`config.mk`:
```
export PLATFORM = sky130hd
export DESIGN_NAME = dpmiq_top
export DESIGN_NICKNAME = d
export VERILOG_FILES = /design/src/verilog/dpmiq_pkg.sv /design/src/verilog/dpmiq_pwm_chan.sv /design/src/verilog/dpmiq_top.sv
export SDC_FILE = /design/constraint.sdc
export NUM_CORES = 2
export LEC_CHECK = 0
export ABC_AREA = 1
export BUFFER_PORTS_ARGS = -buffer_cell sky130_fd_sc_hd__buf_4
export CAP_MARGIN = 20
export CORE_MARGIN = 2
export CORE_UTILIZATION = 30
export DETAILED_ROUTE_END_ITERATION = 10
export SKIP_CTS_REPAIR_TIMING = 1
export SLEW_MARGIN = 10
export SYNTH_ARGS = -nofsm -noshare
export SYNTH_HDL_FRONTEND = slang
export SYNTH_SLANG_ARGS = --single-unit
```
`constraint.sdc`:
```
create_clock -name mclk_i -period 3.15 [get_ports mclk_i]
set_clock_uncertainty 0.1 [all_clocks]
set_input_delay 0.315 -clock mclk_i [delete_from_list [all_inputs] [get_ports mclk_i]]
set_output_delay 0.315 -clock mclk_i [all_outputs]
set_load 0.01 [all_outputs]
```
`src/verilog/dpmiq_pkg.sv`:
```
package dpmiq_pkg;

  // Clock and tick timing: the slow tick paces both the PWM phases and input sampling.
  localparam int CLK_PERIOD_NS   = 50;
  localparam int TICK_PERIOD_NS  = 2000000;
  localparam int TICK_CYCLES_DEF = TICK_PERIOD_NS / CLK_PERIOD_NS;
  localparam int TICK_CNT_W      = 16;

  // Debounce window expressed as a count of samples taken one tick apart.
  localparam int DEBOUNCE_NS     = 10000000;
  localparam int DB_SAMPLES      = DEBOUNCE_NS / TICK_PERIOD_NS;
  localparam int DB_CNT_W        = 3;

  localparam int NUM_CH          = 48;
  localparam int PWM_CH          = 24;
  localparam int MODE_QCH        = 8;
  localparam int RSP_MAX         = 6;

  localparam logic [7:0] MAX_PWM_CH     = 8'h17;
  localparam logic [7:0] OP_MODE_QUERY  = 8'h01;
  localparam logic [7:0] OP_PWM_PROGRAM = 8'h02;
  localparam logic [7:0] OP_PWM_QUERY   = 8'h03;
  localparam logic [7:0] OP_INPUT_QUERY = 8'h04;

  localparam logic [1:0] PWM_PROG_ARGS  = 2'h3;
  localparam logic [1:0] PWM_QUERY_ARGS = 2'h1;
  localparam logic [2:0] MODE_RSP_LEN   = 3'h1;
  localparam logic [2:0] PWM_RSP_LEN    = 3'h2;
  localparam logic [2:0] INPUT_RSP_LEN  = 3'h6;

  localparam logic [7:0]  ACTIVE_RST    = 8'h00;
  localparam logic [7:0]  INACTIVE_RST  = 8'h01;
  localparam logic [7:0]  INACTIVE_MIN  = 8'h01;
  localparam logic [7:0]  PHASE_CNT_RST = 8'h01;
  localparam logic [23:0] MODE_RST      = 24'h000000;

  typedef enum logic [2:0] {
    ST_IDLE = 3'b001,
    ST_ARGS = 3'b010,
    ST_RESP = 3'b100
  } dpmiq_state_t;

endpackage

```
`src/verilog/dpmiq_pwm_chan.sv`:
```
`timescale 1ns/10ps
module dpmiq_pwm_chan
  import dpmiq_pkg::*;
(
  input  wire logic       mclk_i,
  input  wire logic       resetn_i,
  input  wire logic       tick_i,
  input  wire logic       enable_i,
  input  wire logic       enter_i,
  input  wire logic       wr_i,
  input  wire logic [7:0] active_i,
  input  wire logic [7:0] inactive_i,
  output logic      [7:0] active_o,
  output logic      [7:0] inactive_o,
  output logic            level_o
);
  import dpmiq_pkg::*;

  logic [7:0] active_reg;
  logic [7:0] active_next;
  logic [7:0] inactive_reg;
  logic [7:0] inactive_next;
  logic [7:0] cnt_reg;
  logic [7:0] cnt_next;
  logic       on_reg;
  logic       on_next;

  always_comb begin
    active_next   = active_reg;
    inactive_next = inactive_reg;
    if (enter_i) begin
      active_next   = ACTIVE_RST;
      inactive_next = INACTIVE_RST;
    end else if (wr_i && enable_i) begin
      active_next   = active_i;
      inactive_next = (inactive_i == 8'h00) ? INACTIVE_MIN : inactive_i;
    end
  end

  // Phase lengths are sampled only at a phase boundary, so new timing never cuts the running phase.
  always_comb begin
    on_next  = on_reg;
    cnt_next = cnt_reg;
    if (!enable_i) begin
      on_next  = 1'b0;
      cnt_next = PHASE_CNT_RST;
    end else if (tick_i) begin
      if (cnt_reg > 8'h01) begin
        cnt_next = cnt_reg - 8'h01;
      end else if (!on_reg && active_reg != 8'h00) begin
        on_next  = 1'b1;
        cnt_next = active_reg;
      end else begin
        on_next  = 1'b0;
        cnt_next = inactive_reg;
      end
    end
  end

  always_ff @(posedge mclk_i or negedge resetn_i) begin
    if (!resetn_i) begin
      active_reg   <= ACTIVE_RST;
      inactive_reg <= INACTIVE_RST;
      cnt_reg      <= PHASE_CNT_RST;
      on_reg       <= 1'b0;
    end else begin
      active_reg   <= active_next;
      inactive_reg <= inactive_next;
      cnt_reg      <= cnt_next;
      on_reg       <= on_next;
    end
  end

  assign active_o   = active_reg;
  assign inactive_o = inactive_reg;
  assign level_o    = on_reg;
endmodule // dpmiq_pwm_chan

```
`src/verilog/dpmiq_top.sv`:
```
// Function
// Mode query returns one byte, bit n is channel n mode, one means PWM.
// After module reset the mode query reports standard mode everywhere.
// PWM program takes channel, active interval, inactive interval; no reply.
// Active interval counts 2 ms units, 0 to 255; zero keeps output off.
// Inactive interval of zero is replaced by one.
// Output is active for active interval then inactive for inactive interval, repeating.
// Programming a channel in standard mode changes nothing.
// Program channel above 23 sets the error flag and changes no timing.
// New timing waits until the phase in progress has finished.
// PWM query takes a channel byte, replies active then inactive interval.
// PWM query channel above 23 sets the error flag.
// PWM query returns last programmed intervals, or defaults since entering PWM.
// Client trusts PWM query values only for channels in PWM mode.
// Input query replies six bytes, channels 7..0 first up to 47..40.
// Each input query bit is one when the debounced state is active.
// Inputs are sampled every 2 ms with 10 ms debounce.
// Input query reports all 48 channels regardless of mode.
// Switching a channel into PWM clears its active interval to zero.
// Module reset drives outputs inactive and returns channels to standard mode.
// Debounced state changes only after five agreeing consecutive samples.
// Error flag stays set until the flag clear action; the code also clears it on module reset.
`timescale 1ns/10ps
module dpmiq_top
  import dpmiq_pkg::*;
#(
  parameter int unsigned TICK_CYCLES = dpmiq_pkg::TICK_CYCLES_DEF
) (
  input  wire logic                           mclk_i,
  input  wire logic                           resetn_i,
  input  wire logic                           module_reset_i,
  input  wire logic                           cmd_valid_i,
  input  wire logic                           cmd_start_i,
  input  wire logic [7:0]                     cmd_byte_i,
  output logic                                cmd_ready_o,
  output logic                                rsp_valid_o,
  output logic                                rsp_last_o,
  output logic      [7:0]                     rsp_byte_o,
  input  wire logic                           mode_load_i,
  input  wire logic [dpmiq_pkg::PWM_CH-1:0]   mode_bits_i,
  input  wire logic                           flag_clear_i,
  input  wire logic [dpmiq_pkg::NUM_CH-1:0]   din_i,
  output logic      [dpmiq_pkg::PWM_CH-1:0]   pwm_out_o,
  output logic      [dpmiq_pkg::PWM_CH-1:0]   channel_mode_bits_o,
  output logic                                command_error_flag_o
);
  import dpmiq_pkg::*;

  // Tick divider.
  logic [TICK_CNT_W-1:0] tick_cnt_reg;
  logic [TICK_CNT_W-1:0] tick_cnt_next;
  logic                  tick_reg;
  logic                  tick_next;

  always_comb begin
    tick_next     = 1'b0;
    tick_cnt_next = tick_cnt_reg + 1'b1;
    if (tick_cnt_reg == TICK_CNT_W'(TICK_CYCLES - 1)) begin
      tick_cnt_next = '0;
      tick_next     = 1'b1;
    end
  end

  always_ff @(posedge mclk_i or negedge resetn_i) begin
    if (!resetn_i) begin
      tick_cnt_reg <= '0;
      tick_reg     <= 1'b0;
    end else begin
      tick_cnt_reg <= tick_cnt_next;
      tick_reg     <= tick_next;
    end
  end

  // Channel modes; a rising mode bit tells the channel to start from cleared timing.
  logic [PWM_CH-1:0] mode_reg;
  logic [PWM_CH-1:0] mode_next;
  logic [PWM_CH-1:0] enter_vec;

  always_comb begin
    mode_next = mode_reg;
    enter_vec = '0;
    if (module_reset_i) begin
      mode_next = MODE_RST;
    end else if (mode_load_i) begin
      mode_next = mode_bits_i;
      enter_vec = mode_bits_i & ~mode_reg;
    end
  end

  always_ff @(posedge mclk_i or negedge resetn_i) begin
    if (!resetn_i) begin
      mode_reg <= MODE_RST;
    end else begin
      mode_reg <= mode_next;
    end
  end

  // Input synchroniser and debounce; a short glitch restarts the agreement count.
  logic [NUM_CH-1:0] din_meta_reg;
  logic [NUM_CH-1:0] din_sync_reg;
  logic [NUM_CH-1:0] db_vec;

  always_ff @(posedge mclk_i or negedge resetn_i) begin
    if (!resetn_i) begin
      din_meta_reg <= '0;
      din_sync_reg <= '0;
    end else begin
      din_meta_reg <= din_i;
      din_sync_reg <= din_meta_reg;
    end
  end

  for (genvar g = 0; g < NUM_CH; g++) begin : g_db
    logic [DB_CNT_W-1:0] cnt_reg;
    logic [DB_CNT_W-1:0] cnt_next;
    logic                state_reg;
    logic                state_next;

    always_comb begin
      cnt_next   = cnt_reg;
      state_next = state_reg;
      if (tick_reg) begin
        if (din_sync_reg[g] == state_reg) begin
          cnt_next = '0;
        end else if (cnt_reg == DB_CNT_W'(DB_SAMPLES - 1)) begin
          cnt_next   = '0;
          state_next = din_sync_reg[g];
        end else begin
          cnt_next = cnt_reg + 1'b1;
        end
      end
    end

    always_ff @(posedge mclk_i or negedge resetn_i) begin
      if (!resetn_i) begin
        cnt_reg   <= '0;
        state_reg <= 1'b0;
      end else begin
        cnt_reg   <= cnt_next;
        state_reg <= state_next;
      end
    end

    assign db_vec[g] = state_reg;
  end

  // Command interpreter.
  dpmiq_state_t      state_reg;
  dpmiq_state_t      state_next;
  logic [7:0]        op_reg;
  logic [7:0]        op_next;
  logic [1:0]        argc_reg;
  logic [1:0]        argc_next;
  logic [7:0]        arg0_reg;
  logic [7:0]        arg0_next;
  logic [7:0]        arg1_reg;
  logic [7:0]        arg1_next;
  logic [7:0]        buf_reg [RSP_MAX];
  logic [7:0]        buf_next [RSP_MAX];
  logic [2:0]        len_reg;
  logic [2:0]        len_next;
  logic [2:0]        idx_reg;
  logic [2:0]        idx_next;
  logic              ready_next;
  logic              rsp_valid_next;
  logic              rsp_last_next;
  logic [7:0]        rsp_byte_next;
  logic              err_reg;
  logic              err_next;
  logic              bad_ch;
  logic              prog_fire;
  logic [7:0]        ch;
  logic [1:0]        need;
  logic              take;
  logic [PWM_CH-1:0] wr_vec;
  logic [7:0]        act_iv [PWM_CH];
  logic [7:0]        inact_iv [PWM_CH];
  wire  [PWM_CH-1:0] lvl_vec;

  assign take = cmd_valid_i && cmd_ready_o;
  assign need = (op_reg == OP_PWM_PROGRAM) ? PWM_PROG_ARGS : PWM_QUERY_ARGS;
  assign ch   = (op_reg == OP_PWM_PROGRAM) ? arg0_reg : cmd_byte_i;

  always_comb begin
    state_next     = state_reg;
    op_next        = op_reg;
    argc_next      = argc_reg;
    arg0_next      = arg0_reg;
    arg1_next      = arg1_reg;
    buf_next       = buf_reg;
    len_next       = len_reg;
    idx_next       = idx_reg;
    rsp_valid_next = 1'b0;
    rsp_last_next  = 1'b0;
    rsp_byte_next  = 8'h00;
    bad_ch         = 1'b0;
    prog_fire      = 1'b0;
    case (state_reg)
      ST_IDLE, ST_ARGS: begin
        if (take && cmd_start_i) begin
          op_next   = cmd_byte_i;
          argc_next = '0;
          idx_next  = '0;
          case (cmd_byte_i)
            OP_MODE_QUERY: begin
              buf_next[0] = mode_reg[MODE_QCH-1:0];
              len_next    = MODE_RSP_LEN;
              state_next  = ST_RESP;
            end
            OP_INPUT_QUERY: begin
              for (int k = 0; k < RSP_MAX; k++) begin
                buf_next[k] = db_vec[8*k +: 8];
              end
              len_next   = INPUT_RSP_LEN;
              state_next = ST_RESP;
            end
            OP_PWM_PROGRAM, OP_PWM_QUERY: begin
              state_next = ST_ARGS;
            end
            default: begin
              state_next = ST_IDLE;
            end
          endcase
        end else if (take && state_reg == ST_ARGS) begin
          argc_next = argc_reg + 2'h1;
          if (argc_reg == 2'h0) begin
            arg0_next = cmd_byte_i;
          end
          if (argc_reg == 2'h1) begin
            arg1_next = cmd_byte_i;
          end
          if (argc_reg + 2'h1 == need) begin
            bad_ch = ch > MAX_PWM_CH;
            if (op_reg == OP_PWM_PROGRAM) begin
              prog_fire  = !bad_ch;
              state_next = ST_IDLE;
            end else begin
              buf_next[0] = bad_ch ? 8'h00 : act_iv[ch[4:0]];
              buf_next[1] = bad_ch ? 8'h00 : inact_iv[ch[4:0]];
              len_next    = PWM_RSP_LEN;
              state_next  = ST_RESP;
            end
          end
        end
      end
      ST_RESP: begin
        rsp_valid_next = 1'b1;
        rsp_byte_next  = buf_reg[idx_reg];
        idx_next       = idx_reg + 3'h1;
        if (idx_reg == len_reg - 3'h1) begin
          rsp_last_next = 1'b1;
          state_next    = ST_IDLE;
        end
      end
      default: begin
        state_next = ST_IDLE;
      end
    endcase
    if (module_reset_i) begin
      state_next     = ST_IDLE;
      rsp_valid_next = 1'b0;
      rsp_last_next  = 1'b0;
      prog_fire      = 1'b0;
    end
    ready_next = (state_next != ST_RESP);
    // A new illegal channel wins over a clear arriving in the same cycle.
    err_next   = bad_ch || (err_reg && !flag_clear_i && !module_reset_i);
  end

  always_ff @(posedge mclk_i or negedge resetn_i) begin
    if (!resetn_i) begin
      state_reg   <= ST_IDLE;
      op_reg      <= 8'h00;
      argc_reg    <= '0;
      arg0_reg    <= 8'h00;
      arg1_reg    <= 8'h00;
      buf_reg     <= '{default: 8'h00};
      len_reg     <= '0;
      idx_reg     <= '0;
      cmd_ready_o <= 1'b1;
      rsp_valid_o <= 1'b0;
      rsp_last_o  <= 1'b0;
      rsp_byte_o  <= 8'h00;
      err_reg     <= 1'b0;
    end else begin
      state_reg   <= state_next;
      op_reg      <= op_next;
      argc_reg    <= argc_next;
      arg0_reg    <= arg0_next;
      arg1_reg    <= arg1_next;
      buf_reg     <= buf_next;
      len_reg     <= len_next;
      idx_reg     <= idx_next;
      cmd_ready_o <= ready_next;
      rsp_valid_o <= rsp_valid_next;
      rsp_last_o  <= rsp_last_next;
      rsp_byte_o  <= rsp_byte_next;
      err_reg     <= err_next;
    end
  end

  for (genvar c = 0; c < PWM_CH; c++) begin : g_pwm
    assign wr_vec[c] = prog_fire && (ch == 8'(c));
    dpmiq_pwm_chan u_chan (
      .mclk_i     (mclk_i),
      .resetn_i   (resetn_i),
      .tick_i     (tick_reg),
      .enable_i   (mode_reg[c]),
      .enter_i    (enter_vec[c]),
      .wr_i       (wr_vec[c]),
      .active_i   (arg1_reg),
      .inactive_i (cmd_byte_i),
      .active_o   (act_iv[c]),
      .inactive_o (inact_iv[c]),
      .level_o    (lvl_vec[c])
    );
  end

  assign pwm_out_o            = lvl_vec;
  assign channel_mode_bits_o  = mode_reg;
  assign command_error_flag_o = err_reg;
endmodule // dpmiq_top

```
# Word level (Yosys, flattened, before mapping)
# Index checks and enable logic that the tools add are counted.
# word_totals
out_inout_bits,60
reg_bits,1024
# classes
mux,443
add_sub_neg,76
eq_ne,184
n_reduce_logical,243
n_lt_le_gt_ge,27
n_bitwise,53
# op_table
operator,count
$mux W8,203
$mux W3,107
$gt A8 B1 Y1 const B,24
$reduce_bool A8 Y1,24
$sub A8 B1 Y8 const B,24
$add A3 B1 Y3 const B,49
$eq A3 B3 Y1 const B,49
$reduce_and A3 Y1,49
$mux W1,112
$ne A2 B2 Y1 const B,49
$mux W24,4
$bmux W8 S5,2
$mux W16,5
$logic_and A1 B1 Y1,77
$eq A8 B4 Y1 const B,8
$eq A8 B5 Y1 const B,8
$reduce_bool A2 Y1,28
$reduce_and A2 Y1,27
$not A1 Y1,49
$eq A1 B1 Y1,48
$eq A8 B2 Y1 const B,5
$eq A8 B3 Y1 const B,5
$mux W40,1
$logic_not A1 Y1,27
30 further kinds,42

# Longest topological paths before layout
# logic_depth
depth_word,14
mapped_depth,19

# By module
# A second synthesis with hierarchy kept.
# unflattened
cells_unflattened,8018
area_unflattened_um2,58860.2
# by_module_without_submodules
mod,n_inst,seq_area_each_um2,area_each_um2,cells_each
dpmiq_pwm_chan at g_pwm[0].u_chan ...,23,628.1,1442.6,195
dpmiq_top,1,10612.7,24239.5,3338
dpmiq_pwm_chan at g_pwm[19].u_chan,1,628.1,1440.1,195

# Worst setup path before layout
# No wires, ideal clock.
# synth_path
kind,reg2reg
startpoint,register state_reg[0]
endpoint,register g_pwm[14].u_chan.inactive_reg[7]
arrival_ps,2146
stages_incl_launch_ff,13
setup_ps,135
slack_ps,769
required_time_ps,2915
synth_period_minus_slack_ps,2381
n_path_buf,2
path_cell_list,dfstp_2 -> inv_1 -> or2_2 -> o21ai_0 -> nand2_1 -> nor3_4 -> nand2_1 -> inv_2 -> buf_12 -> nand2_4 -> nand2_2 -> buf_6 -> o22ai_1
# synth_via
elab_chain_len,9
# synth_lines
item,line_no,rtl
"start, declared",dpmiq_top.sv:148,dpmiq_state_t state_reg;
"start signal, assigned",dpmiq_top.sv:286,state_reg <= state_next;
$eq A3 B2 Y1,"dpmiq_top.sv:198, dpmiq_top.sv:224",
$logic_and A1 B1 Y1,dpmiq_top.sv:224,end else if (take && state_reg == ST_ARGS) begin
$mux W1,dpmiq_top.sv:224,
$mux W1,dpmiq_top.sv:200,if (take && cmd_start_i) begin
$mux W1 *,dpmiq_top.sv:198,case (state_reg)
$mux W1 *,dpmiq_top.sv:259,if (module_reset_i) begin
$logic_and A1 B1 Y1 *,dpmiq_top.sv:303,assign wr_vec[c] = prog_fire && (ch == 8'(c));
$logic_and A1 B1 Y1 *,dpmiq_pwm_chan.sv:34,end else if (wr_i && enable_i) begin
$reduce_bool A2 Y1 (no source line) *,n/a,
"end signal, assigned",dpmiq_pwm_chan.sv:68,inactive_reg <= inactive_next;
"end, declared",dpmiq_pwm_chan.sv:21,logic [7:0] inactive_reg;
# Mark *: on every way between the ends. The rest lies on a longest branch, timed or not.
# A chain may end at the register's enable or synchronous reset.

# Worst setup path after layout
# layout_path
startpoint,register op_reg[4]
endpoint,register buf_reg[46] (netlist bit)
# layout_via
elab_chain_len,11
# layout_lines
item,line_no,rtl
"start, declared",dpmiq_top.sv:150,logic [7:0] op_reg;
"start signal, assigned",dpmiq_top.sv:287,op_reg <= op_next;
$eq A8 B2 Y1 *,"dpmiq_top.sv:181, dpmiq_top.sv:182, dpmiq_top.sv:234",
$mux W8,dpmiq_top.sv:182,assign ch = (op_reg == OP_PWM_PROGRAM) ? arg0_reg : cmd_byte_i;
$not A5 Y6 (implied by the code),dpmiq_top.sv:238,buf_next[0] = bad_ch ? 8'h00 : act_iv[ch[4:0]];
$bmux W8 S5,dpmiq_top.sv:238,
$mux W8 (implied by the code) (2 in a row),dpmiq_top.sv:238,
$mux W8,dpmiq_top.sv:238,
$mux W16,dpmiq_top.sv:234,if (op_reg == OP_PWM_PROGRAM) begin
$mux W16,dpmiq_top.sv:232,if (argc_reg + 2'h1 == need) begin
$mux W16,dpmiq_top.sv:224,
$mux W16,dpmiq_top.sv:200,
"end signal, assigned",dpmiq_top.sv:291,buf_reg <= buf_next;
"end, declared",dpmiq_top.sv:158,logic [7:0] buf_reg [RSP_MAX];
# Mark *: on every way between the ends. The rest lies on a longest branch, timed or not. The select of a mux whose other input is x is not followed.

==> metrics.md <==
| Metric | Value |
|---|---|
| Final Max Slew Viols | 0 |
| Total Nets Final | 7186 |
| Site row count | 155 |
| Critical R2R Capture | buf_reg[46] |
| Fillcell total | 18449 |
| Area of the multi-input gates | 0.0225 sq mm |
| Fin util | 34.8% |
| Worst EP arrival | 3.69 ns |
| Initial cell density of the core | a little under a third |
| Post-synth cell types | 52 |
| YS warnings | 0 |
| Most Crowded Layer GR | met2 |
| Clock share of power | 42.8% |
| Sw Share | 28.9% |
| M2 GR Usage | 30.9% |
| Cell area after layout | 0.0620 sq mm |
| Crit path to | buf_reg[46] |
| Clock Pin Slew Worst Setup and Hold Paths | 0.07 ns |
| GR Layer Usage met3 | 3.27% |
| Hold Path Class | input port to register |
| Minimum clock period | about 3.1 ns |
| Total core area | 0.178 sq mm |
| 1st-pass router iterations | 6 |
| DR DRC count | 0 |
| Final setup viols | 0 |
| Antenna violations before repair | 13 |
| Clock tree buffer depth | 3 |
| # IOs | between 100 and 150 |
| Placed cell area | between 0.05 and 0.06 sq mm |
| Seq/Total Area, Yosys | 47.9% |
| Critical Path Start | op_reg[4] |
| Largest net degree at the start of global routing | 140 |
| Crit-path cells | inv_1 > nand2_1 > nor2_4 > nand2_2 > nand2_1 > nand2_4 > buf_12 > o21ai_0 > nand2_1 > nand2_1 > nand2_1 > nand2_1 > nor2_1 > nor2_1 > nor2_1 > nor2_1 |
| Via/cell ratio | 5.11 |
| Most used DFF post-synth | dfrtp_1 |
| Post-DP HPWL | 126000 um |
| Crit Path Category | register to register |
| Worst Setup End Kind | register |
| Sequential share of power | 43.5% |
| Run status | completed |
| #FFs+latches synth | 1024 |
| Worst path slowest cell | o21ai_0 |
| Max Clk Rate | 323 MHz |
| Cell family with most CP delay | simple AND/OR/NAND/NOR gates |
| Antenna-violating nets left | 0 |
| Wirelength, routed | 180000 um |
| Stages on worst setup path | 16 |
| CTS tree | built |
| Critical path required time | 3.74 ns |
| Reg2reg start | op_reg[4] |
| Worst VDD drop | between 400 and 500 uV |
| Clock Latency Late Sink | 0.78 ns |
| Cell Int Power | 22500 uW |
| Routed WL per cell | 19.1 um |
| Root buf cell | clkbuf_16 |
| Post-route clock period utilization | a little over nine tenths |
| Crit-path max cell delay | roughly 0.52 ns |
| Vias in the first global route | between 40000 and 50000 |
| Area grow syn2layout | 15.7% |
| GPL Wtd Cong | 0.951 |
| Slew headroom | 21.5% |
| Die Y | 427 um |
| Pwr dens | 510 mW/mm^2 |
| Total global routing track utilization | 19.3% |
| Setup TNS | 0 ns |
| Number of clock sinks | 1024 |
| Number of flops mapped to enable cells by yosys | 0 |
| Syn_area_per_cell | 7.87 sq um |
| Port-buffer cells | 146 |
| Cell count after synthesis | 6809 |
| Layout cells sized above 1 | around 8% |
| Buffers & Inverters on Critical Path | 2 |
| Leakage | roughly 0.029 uW |
| R2r setup slk | 0.05 ns |
| M1 GR Usage | 25.1% |
| FFs w/ async S/R, synth | between 90% and 100% |
| NetSw | ~9100 uW |
| Cts bufs inserted | 111 |
| GR Overflow Total | 0 |
| Hold Violations, Final | 0 |
| Die Area | 0.182 sq mm |
| Worst path most repeated cell | nand2_1 |
| Number of max-cap violations | 0 |
| Critical path startpoint category | register |
| CTS H-tree depth | 3 |
| Storage cell area | 0.0257 sq mm |
| First-pass GRT wire length | 273000 um |
| Mapped Area | 0.0536 sq mm |
| Die extent in x | between 400 and 500 um |
| First DRT Iteration DRCs | 4600 |
| Vias | 48075 |
| RSZ-0062 raised after global routing | yes |
| Net count after synthesis | 7045 |
| Reg2reg path depth | 16 |
| Comb pwr share | 13.7% |
| Worst-Margin Slew | 1.18 ns |
| Worst Path Max Fanout | about 140 |
[power groups by stage]
stage / combinational (uW) / clock (uW) / sequential (uW)
floorplan: 2440 / 0 / 13900
global placement: 4160 / 0 / 13900
detailed placement: 4180 / 0 / 14000
CTS: 4190 / 13800 / 13700
global route: 4760 / 14300 / 13700
finish: 4330 / 13500 / 13700
[worst min path at each step]
stage	endpoint	cells after the start	slack, ns	start
3_5_place_dp	din_sync_reg[0]	0	0.24	din_meta_reg[0]
3_3_place_gp	din_sync_reg[5]	0	0.23	din_meta_reg[5]
2_1_floorplan	arg0_reg[0]	0	-0.08	resetn_i
5_1_grt	channel_mode_bits_o[3]	5	0.03	mode_load_i
4_1_cts	g_db[44].cnt_reg[2]	1	-0.57	resetn_i
6_report	channel_mode_bits_o[3]	5	0.03	mode_load_i
[worst register-to-register path: cells and delay by family, from the launching register on]
kind            cells  cell delay [ns]
compound gates      1             0.64
flops               1             0.38
simple gates       13             1.60
buf+inv             2             0.32
[synth_stat cells, types with 3 or more instances]
master	count	area [sq um]
nand2_4	11	124
nor2_1	408	1530
o221ai_1	12	105
nand4_1	32	200
nand2_2	23	144
nor3_1	98	490
a31oi_1	26	163
dfrtp_1	974	24400
ha_1	149	1860
nor2_2	3	18.8
clkinv_1	3	11.3
o31ai_1	3	22.5
xnor2_1	5	43.8
o32ai_1	22	193
o21a_1	9	67.6
a32o_1	14	140
buf_2	34	170
a22oi_1	3	22.5
nor4_1	45	282
dfstp_2	50	1310
buf_4	58	435
nand2_1	1449	5440
xor2_1	39	342
o211ai_1	60	450
a311oi_1	3	26.3
nand3b_1	5	37.5
and2_1	9	56.3
o22ai_1	447	2800
o21ai_1	5	25.0
o21ai_0	694	3470
buf_6	10	113
a21oi_1	380	1900
nand3_1	439	2200
inv_2	3	11.3
clkbuf_1	204	766
mux2_2	3	33.8
buf_1	23	86.3
and3_1	9	56.3
inv_1	1025	3850
[cell families (layout without fill, tap and decap cells)]
group | Yosys count | count (layout) | synth area share [%]
xor+xnor | 44 | 44 | 0.719
flops | 1024 | 1024 | 47.9
buf+inv | 1361 | 1592 | 10.2
simple gates | 2537 | 2537 | 19.9
compound gates | 1691 | 1691 | 17.7
mux | 3 | 3 | 0.0631
other cells | 0 | 6 | 0
fa+ha+maj | 149 | 149 | 3.48
[cells in the final DEF (no fill, tap or decap), types with 98 or more instances in the layout]
master and n:
nand2_1 1438, inv_1 1016, dfrtp_1 973, o21ai_0 694
o22ai_1 447, nand3_1 439, nor2_1 407, a21oi_1 380
buf_4 254, ha_1 149, clkbuf_16 111, nor3_1 98
[metal layers]
metal / vias up / wire [um] / share of wire (%)
met5: - / 13 / 0.0072
met4: 2 / 9180 / 5.1
met3: 403 / 12200 / 6.8
met2: 1695 / 82500 / 46
met1: 23162 / 75700 / 42
li1: 22813 / - / -
[per-stage QoR]
step	total power, uW	hold slack, ns	setup slack [ns]	cells
finish	31600	0.0282	0.0526	9401
global route	32800	0.0321	-0.0305	9398
floorplan	16300	-0.0806	0.769	6809
global placement	18100	0.231	0.207	9109
CTS	31700	-0.568	0.0523	9312
detailed placement	18100	0.236	0.110	9109
[cell type report]
| class | count | area share [%] |
|---|---|---|
| clock buffers | 162 | 5.15 |
| repair buffers | 358 | 5.07 |
| inverters | 1031 | 6.26 |
| flip-flops and latches | 1024 | 41.5 |
| multi-input cells | 4424 | 36.3 |
| clock inverters | 41 | 0.945 |
| well taps | 2355 | 4.76 |
| diodes | 6 | 0.0242 |
Note: power is estimated with default switching activity, not from simulation.
